**src/pkg/tmc_pkg.sv**
```systemverilog
package tmc_pkg;

    // Register byte addresses (one aligned word each)
    localparam logic [11:0] ADDR_STATUS_CONTROL = 12'h000;
    localparam logic [11:0] ADDR_COUNT_HIGH = 12'h004;
    localparam logic [11:0] ADDR_COUNT_LOW = 12'h008;
    localparam logic [11:0] ADDR_WRAP_HIGH = 12'h00c;
    localparam logic [11:0] ADDR_WRAP_LOW = 12'h010;

    // Status/control field positions
    localparam int BIT_OVF = 7;
    localparam int BIT_OVIE = 6;
    localparam int BIT_CAS = 5;
    localparam int BIT_CLKS_HI = 4;
    localparam int BIT_CLKS_LO = 3;
    localparam int BIT_PS_HI = 2;
    localparam int BIT_PS_LO = 0;

    // Clock source codes
    localparam logic [1:0] CLKS_OFF = 2'h0;
    localparam logic [1:0] CLKS_BUS = 2'h1;
    localparam logic [1:0] CLKS_FIXED = 2'h2;
    localparam logic [1:0] CLKS_EXT = 2'h3;

    // Reset values, all-ones wrap limit and count step
    localparam logic [15:0] COUNT_RESET = 16'h0000;
    localparam logic [15:0] WRAP_RESET = 16'h0000;
    localparam logic [15:0] WRAP_ALL_ONES = 16'hffff;
    localparam logic [15:0] COUNT_ONE = 16'h0001;

    typedef enum logic [1:0] {
        LATCH_IDLE,
        LATCH_HIGH_READ,
        LATCH_LOW_READ
    } tmc_latch_type;

    typedef struct packed {
        logic ovf;
        logic ovf_armed;
        logic ovie;
        logic cas;
        logic [1:0] clks;
        logic [2:0] ps;
        logic [15:0] count;
        logic down;
        logic [15:0] wrap;
        logic [7:0] wrap_hold;
        logic wrap_half;
        tmc_latch_type latch;
        logic [15:0] latch_buf;
        logic [6:0] pre;
        logic [1:0] ext_sync;
        logic ext_prev;
        logic [1:0] fix_sync;
        logic fix_prev;
        logic [31:0] prdata;
        logic pslverr;
        logic ack;
    } tmc_state_type;

    // Outputs to channel logic
    typedef struct packed {
        logic [15:0] count;
        logic down;
        logic tick;
        logic overflow;
    } tmc_chan_type;

endpackage : tmc_pkg

```
**src/rtl/tmc_core.sv**
```systemverilog
`timescale 1ns/1ps
// What this block does
// - Up mode: flag set when counter wraps to zero after wrap limit
// - Center mode: flag set stepping below the wrap limit
// - Flag clears only on read-while-set then write zero
// - Overflow between read and clearing write restarts the clear sequence
// - Reset clears flag; writing one to flag does nothing
// - Bit 6 enables interrupt request while flag is one
// - Bit 5 selects up/down counting and center-aligned channels
// - Bits 4:3 select off, bus, fixed or external clock
// - Fixed and external clocks synchronised to bus clock
// - Bits 2:0 divide selected clock by two to the field
// - Prescaler follows selection and synchronisation
// - Reading either count byte freezes both until other read
// - Read latch idles on reset, count write or control write
// - Reset clears the counter
// - Background mode halts counter and freezes read latch
// - At wrap limit: restart from zero, or count down in center mode
// - Writing one wrap byte inhibits overflow until the next write to either wrap byte
// - Reset loads wrap limit zero: free-running
// - Any write to a count byte clears the counter
// - Wrap limit zero or all ones gives full-range count
module tmc_core (
    // Clock and reset
    input wire logic pclk,
    input wire logic presetn,
    // APB slave
    input wire logic psel,
    input wire logic penable,
    input wire logic pwrite,
    input wire logic [11:0] paddr,
    input wire logic [31:0] pwdata,
    output logic [31:0] prdata,
    output logic pready,
    output logic pslverr,
    // Clock sources and debug
    input wire logic fixed_system_clock,
    input wire logic external_count_clock,
    input wire logic background_mode,
    // Toward channels
    output tmc_pkg::tmc_chan_type chan,
    output logic overflow_irq
);

    tmc_pkg::tmc_state_type s_q;
    tmc_pkg::tmc_state_type s_d;

    logic access;
    logic wr;
    logic rd;
    logic tick;
    logic src_tick;
    logic at_wrap;
    logic full_range;
    logic ovf_event;
    logic mapped;
    logic [7:0] sc_read;
    logic [7:0] wbyte;

    function automatic logic hit(input logic [11:0] a,
                                 input logic [11:0] b);
        hit = (a == b);
    endfunction : hit

    // Tick when the divider's low ps bits are all ones
    function automatic logic pre_due(input logic [6:0] cnt,
                                     input logic [2:0] ps);
        logic [6:0] mask;
        mask = 7'(({7'h00, 1'b1} << ps) - 8'h01);
        pre_due = ((cnt & mask) == mask);
    endfunction : pre_due

    assign access = psel && penable;
    // One wait state: read data and error are registered before ready
    assign wr = access && pwrite && s_q.ack;
    assign rd = access && !pwrite && !s_q.ack;
    assign wbyte = pwdata[7:0];
    assign pready = s_q.ack;
    assign mapped = hit(paddr, tmc_pkg::ADDR_STATUS_CONTROL)
        || hit(paddr, tmc_pkg::ADDR_COUNT_HIGH)
        || hit(paddr, tmc_pkg::ADDR_COUNT_LOW)
        || hit(paddr, tmc_pkg::ADDR_WRAP_HIGH)
        || hit(paddr, tmc_pkg::ADDR_WRAP_LOW);
    assign prdata = s_q.prdata;
    assign pslverr = s_q.pslverr;

    assign sc_read = {s_q.ovf, s_q.ovie, s_q.cas, s_q.clks, s_q.ps};

    // Source edge select after synchronising
    always_comb begin
        unique case (s_q.clks)
            tmc_pkg::CLKS_OFF: src_tick = 1'b0;
            tmc_pkg::CLKS_BUS: src_tick = 1'b1;
            tmc_pkg::CLKS_FIXED: src_tick = s_q.fix_sync[1] && !s_q.fix_prev;
            tmc_pkg::CLKS_EXT: src_tick = s_q.ext_sync[1] && !s_q.ext_prev;
        endcase
    end

    // Prescaler sits after selection
    assign tick = src_tick && !background_mode
        && pre_due(s_q.pre, s_q.ps);

    assign full_range = (s_q.wrap == tmc_pkg::WRAP_RESET)
        || (s_q.wrap == tmc_pkg::WRAP_ALL_ONES);
    assign at_wrap = full_range ? (s_q.count == tmc_pkg::WRAP_ALL_ONES)
        : (s_q.count == s_q.wrap);

    // Overflow event, masked while wrap limit is half written
    assign ovf_event = tick && at_wrap && !s_q.wrap_half
        && (s_q.cas ? !s_q.down : 1'b1);

    always_comb begin
        s_d = s_q;
        s_d.pslverr = 1'b0;
        s_d.ack = access && !s_q.ack;
        if (access && !s_q.ack && !mapped) begin
            s_d.pslverr = 1'b1;
        end

        // Two-flop synchronisers; first stage feeds only the second
        s_d.ext_sync = {s_q.ext_sync[0], external_count_clock};
        s_d.ext_prev = s_q.ext_sync[1];
        s_d.fix_sync = {s_q.fix_sync[0], fixed_system_clock};
        s_d.fix_prev = s_q.fix_sync[1];

        if (src_tick && !background_mode) begin
            s_d.pre = 7'(s_q.pre + 7'h01);
        end
        if (s_q.clks == tmc_pkg::CLKS_OFF) begin
            s_d.pre = 7'h00;
        end

        // Counter advance
        if (tick) begin
            if (!s_q.cas) begin
                s_d.down = 1'b0;
                s_d.count = at_wrap ? tmc_pkg::COUNT_RESET
                    : 16'(s_q.count + tmc_pkg::COUNT_ONE);
            end else if (s_q.down) begin
                if (s_q.count == tmc_pkg::COUNT_RESET) begin
                    s_d.down = 1'b0;
                    s_d.count = 16'(s_q.count + tmc_pkg::COUNT_ONE);
                end else begin
                    s_d.count = 16'(s_q.count - tmc_pkg::COUNT_ONE);
                end
            end else if (at_wrap) begin
                s_d.down = 1'b1;
                s_d.count = 16'(s_q.count - tmc_pkg::COUNT_ONE);
            end else begin
                s_d.count = 16'(s_q.count + tmc_pkg::COUNT_ONE);
            end
        end

        // Reads
        if (rd) begin
            s_d.prdata = 32'h0000_0000;
            if (hit(paddr, tmc_pkg::ADDR_STATUS_CONTROL)) begin
                s_d.prdata[7:0] = sc_read;
                s_d.ovf_armed = s_q.ovf;
            end else if (hit(paddr, tmc_pkg::ADDR_COUNT_HIGH)) begin
                unique case (s_q.latch)
                    tmc_pkg::LATCH_IDLE: begin
                        s_d.prdata[7:0] = s_q.count[15:8];
                        if (!background_mode) begin
                            s_d.latch_buf = s_q.count;
                            s_d.latch = tmc_pkg::LATCH_HIGH_READ;
                        end
                    end
                    tmc_pkg::LATCH_HIGH_READ: begin
                        s_d.prdata[7:0] = s_q.latch_buf[15:8];
                    end
                    tmc_pkg::LATCH_LOW_READ: begin
                        s_d.prdata[7:0] = s_q.latch_buf[15:8];
                        if (!background_mode) begin
                            s_d.latch = tmc_pkg::LATCH_IDLE;
                        end
                    end
                    default: s_d.latch = tmc_pkg::LATCH_IDLE;
                endcase
            end else if (hit(paddr, tmc_pkg::ADDR_COUNT_LOW)) begin
                unique case (s_q.latch)
                    tmc_pkg::LATCH_IDLE: begin
                        s_d.prdata[7:0] = s_q.count[7:0];
                        if (!background_mode) begin
                            s_d.latch_buf = s_q.count;
                            s_d.latch = tmc_pkg::LATCH_LOW_READ;
                        end
                    end
                    tmc_pkg::LATCH_LOW_READ: begin
                        s_d.prdata[7:0] = s_q.latch_buf[7:0];
                    end
                    tmc_pkg::LATCH_HIGH_READ: begin
                        s_d.prdata[7:0] = s_q.latch_buf[7:0];
                        if (!background_mode) begin
                            s_d.latch = tmc_pkg::LATCH_IDLE;
                        end
                    end
                    default: s_d.latch = tmc_pkg::LATCH_IDLE;
                endcase
            end else if (hit(paddr, tmc_pkg::ADDR_WRAP_HIGH)) begin
                s_d.prdata[7:0] = s_q.wrap[15:8];
            end else if (hit(paddr, tmc_pkg::ADDR_WRAP_LOW)) begin
                s_d.prdata[7:0] = s_q.wrap[7:0];
            end else begin
                s_d.pslverr = 1'b1;
            end
        end

        // Writes
        if (wr) begin
            if (hit(paddr, tmc_pkg::ADDR_STATUS_CONTROL)) begin
                s_d.ovie = wbyte[tmc_pkg::BIT_OVIE];
                s_d.cas = wbyte[tmc_pkg::BIT_CAS];
                s_d.clks = wbyte[tmc_pkg::BIT_CLKS_HI:tmc_pkg::BIT_CLKS_LO];
                s_d.ps = wbyte[tmc_pkg::BIT_PS_HI:tmc_pkg::BIT_PS_LO];
                // Zero clears only after an armed read; one is ignored
                if (!wbyte[tmc_pkg::BIT_OVF] && s_q.ovf_armed) begin
                    s_d.ovf = 1'b0;
                end
                s_d.ovf_armed = 1'b0;
                s_d.latch = tmc_pkg::LATCH_IDLE;
            end else if (hit(paddr, tmc_pkg::ADDR_COUNT_HIGH)
                || hit(paddr, tmc_pkg::ADDR_COUNT_LOW)) begin
                s_d.count = tmc_pkg::COUNT_RESET;
                s_d.down = 1'b0;
                s_d.pre = 7'h00;
                s_d.latch = tmc_pkg::LATCH_IDLE;
            end else if (hit(paddr, tmc_pkg::ADDR_WRAP_HIGH)) begin
                s_d.wrap_hold = wbyte;
                s_d.wrap_half = 1'b1;
                if (s_q.wrap_half) begin
                    s_d.wrap = {wbyte, s_q.wrap_hold};
                    s_d.wrap_half = 1'b0;
                end
            end else if (hit(paddr, tmc_pkg::ADDR_WRAP_LOW)) begin
                s_d.wrap_hold = wbyte;
                s_d.wrap_half = 1'b1;
                if (s_q.wrap_half) begin
                    s_d.wrap = {s_q.wrap_hold, wbyte};
                    s_d.wrap_half = 1'b0;
                end
            end
        end

        // New overflow wins over the clear and disarms it
        if (ovf_event) begin
            s_d.ovf = 1'b1;
            s_d.ovf_armed = 1'b0;
        end
    end

    always_ff @(posedge pclk or negedge presetn) begin
        if (!presetn) begin
            s_q <= '0;
            s_q.latch <= tmc_pkg::LATCH_IDLE;
            s_q.count <= tmc_pkg::COUNT_RESET;
            s_q.wrap <= tmc_pkg::WRAP_RESET;
        end else begin
            s_q <= s_d;
        end
    end

    assign overflow_irq = s_q.ovie && s_q.ovf;
    assign chan.count = s_q.count;
    assign chan.down = s_q.down;
    assign chan.tick = tick;
    assign chan.overflow = ovf_event;

endmodule : tmc_core

```
**config.mk**
```make
export PLATFORM = sky130hd
export DESIGN_NAME = tmc_core
export DESIGN_NICKNAME = d
export VERILOG_FILES = /design/src/pkg/tmc_pkg.sv /design/src/rtl/tmc_core.sv
export SDC_FILE = /design/constraint.sdc
export NUM_CORES = 1
export LEC_CHECK = 0
export ABC_CLOCK_PERIOD_IN_PS = 3300
export BUFFER_PORTS_ARGS = -buffer_cell sky130_fd_sc_hd__buf_4
export CORE_MARGIN = 10
export CORE_UTILIZATION = 44
export CTS_CLUSTER_DIAMETER = 200
export DETAILED_ROUTE_END_ITERATION = 10
export PLACE_DENSITY = 0.68
export RECOVER_POWER = 100
export SETUP_SLACK_MARGIN = 0.2
export SLEW_MARGIN = 40
export SYNTH_ARGS = -nofsm -noshare
export SYNTH_HDL_FRONTEND = slang
export SYNTH_SLANG_ARGS = --single-unit
```
**constraint.sdc**
```tcl
create_clock -name pclk -period 3.3 [get_ports pclk]
set_input_delay 0 -clock pclk [delete_from_list [all_inputs] [get_ports pclk]]
set_output_delay 0 -clock pclk [all_outputs]
set_load 0.02 [all_outputs]
```
==> metrics.txt <==
status complete, but fails checks; synth unique cells 70; fin area 0.00706 sq mm; worst min path class in2reg; final setup fails 0; R2R Setup Slk 200 ps; initial antenna violation count 0; PwrDens 345 mW/mm^2; largest cells by area after synthesis dfrtp_1 38%, buf_4 6.5%, nand2_1 5.8%; placed inst area 0.00659 sq mm; top cell type's share of synthesized area 38.1%; initial DRC count 556; via count 5543; Most used DFF post-synth dfrtp_1; GRT Total Usage 18.1%; max-cap violations 1; io pins 106; Peak VDD IR 253 uV; cell taking the most area after synthesis dfrtp_1; htree depth 3; post-synthesis instance area 0.00605 sq mm; RSZ-0062 raised after global routing true; largest net degree at the start of global routing 64; WL final 17500 microns; global route overflow 0; max frequency 323 MHz; Final Wtd Congestion 0.945; XOR/XNOR Fraction of Synth Area 2.32%; Synth Area in Compound Gates 18.2%; core area 0.0133 sq mm; Initial Util 45.3%; Slew @ Worst Pin 1650 ps; Clock Skew 9.40 ps; layout cells sized above 1 19.1%; die area 0.0188 sq mm; Root Buffer Master clkbuf_16; Async S/R FF share, synth 100%; failing checks capacitance limit, slew limit; first-pass GRT wire length 27300 microns; vias in the first global route 5124; Layout area overhead 16.7%; CTS tree done; commonest non-fill, non-tap cell in the layout nand2_1; hpwl dp 12500 microns; Final WS setup 204 ps; die height 137 microns; vias per cell 5.85; TritonRoute pass-1 iters 7; Final nets 827; Wirelength per Cell 18.5 microns; CTS sink count 92; CP Launch Type flop; Crit path required time 3570 ps; Worst Path Class, Setup reg2reg; Setup WS pre-CTS 135 ps; clk_lat worst skew 350 ps; synthesized flop and latch total 92; ANT cells 0; Adder-Cell Fraction of Synth Area 1.86%; simple-gate share of the synthesized area 21.7%; crit path DAT 3370 ps; pins over their slew limit 64; minimum clock period 3100 ps; row cnt 42; endpoints failing hold 0; placed cells 907; post-synthesis mux area share 7.84%; CTS Buf Count 9; final std cells w/o fill 947; Syn Area/Cell 8.68 sq um; yosys warns 0; sequential area share after synthesis 38.1%; CTS Buffer Depth 2; hold slack 37.9 ps; commonest cells after routing, fill and taps aside 93 x nand2_1, 91 x dfrtp_1, 72 x buf_4, 51 x nor2_1, 44 x o21ai_0; relative slew slack -10.3%; Clock Pin Slew Worst Setup and Hold Paths 70 ps; Crit. End Element flop; I/O Buffers 57; largest family of logic cells by synthesized area simple AND/OR/NAND/NOR gates; die width 137 microns; setup TNS 0 ps; cell count after synthesis 697; antenna viol nets, final 0; Post-synth EDFFs 0; Tcrit/Tclk final 93.8%; Post-route DRC 0; P_leak 0.00298 uW; crit-path max FO 7
[registers in the layout, summed over array words and instances, names as in the netlist]
| name | cells |
|---|---|
| prdata | 8 |
| chan | 17 |
| s_d | 4 |
| s_q | 61 |
| pready | 1 |
| pslverr | 1 |
[worst max-delay path: stages, from the launching register on]
cell	delay [ps]
dfrtp_2	460
nor4_4	320
nand4_1	270
a2111oi_0	450
o211ai_1	180
nor4_4	300
buf_6	200
a31oi_2	160
a2bb2oi_1	200
or3_1	320
a21oi_1	160
[Yosys cell counts (4+ instances only)]
cell type   n
mux2i_1    20
nand3_1    17
nor2_1     52
o21a_1      4
a22o_1      8
or3_1       6
dfrtp_1    92
nand2_1    93
nor4_1      5
buf_4      52
a21oi_1    33
clkbuf_1   36
nor3_1     21
a22oi_1     9
o21ai_0    42
and3_1     12
xor2_1      9
inv_1      16
a211oi_1    7
a31oi_1    12
nor2b_1    13
and2_1      5
nand2b_1    8
a221oi_1    8
a21o_1      6
xnor2_1     7
nand4_1     7
ha_1        9
mux2_2     23
[routing by layer]
layer	track usage, %	part of all wire, %	vias to the layer above
li1	-	-	2562
met1	24.5	42	2679
met2	27.6	45	264
met3	4.30	9.9	38
met4	6.67	2.7	0
met5	0	0	-
[repair_timing]
action | in CTS | in global routing
resized for setup | 1 | 20
endpoints found under the setup margin | 4 | 15
buffers inserted | 4 | 6
hold endpoints to repair | 94 | 0
hold buffers | 13 | 0
cloned | 0 | 1
pin swaps | 1 | 4
[final cells by class]
cell class	instances	area, sq um
Clock buffer	10	229
Clock inverter	6	77.6
Fill cell	1250	6290
Inverter	17	63.8
Multi-Input combinational cell	521	3320
Sequential cell	92	2300
Tap cell	176	220
Timing Repair Buffer	125	846
[final timing paths]
check,start,to,cells after the start
worst max register to register,s_q[76]$_DFFE_PN0P_,chan[16]$_DFF_PN0_,10
worst min register to register,s_d[39]$_DFF_PN0_,s_d[37]$_DFF_PN0_,0
min in group asynchronous,presetn,chan[9]$_DFF_PN0_,2
max in group asynchronous,presetn,s_q[43]$_DFF_PN0_,3
worst min-delay path,paddr[4],pslverr$_DFF_PN0_,3
worst max-delay path,s_q[76]$_DFFE_PN0P_,chan[16]$_DFF_PN0_,10
[cells by family (layout without fill, tap and decap cells)]
| kind of cell | after synthesis | count (layout) |
|---|---|---|
| simple gates | 262 | 262 |
| compound gates | 165 | 166 |
| buf+inv | 108 | 158 |
| flops | 92 | 92 |
| mux | 44 | 44 |
| xor+xnor | 16 | 16 |
| fa+ha+maj | 9 | 9 |
| other cells | 1 | 24 |
[report_power, final]
| part | total (uW) | switching, uW | internal, uW |
|---|---|---|---|
| Combinational | 179 | 119 | 59.4 |
| Sequential | 1160 | 13.1 | 1150 |
| Clock | 1090 | 488 | 604 |
[through the flow]
stage                     utilization, %  power [uW]
after global placement              49.3        1370
final                               52.9        2430
after detailed placement            49.3        1370
after floorplan                        -        1320
after global routing                52.9        2520
after CTS                           53.0        2480
(Power assumes the default switching activity.)
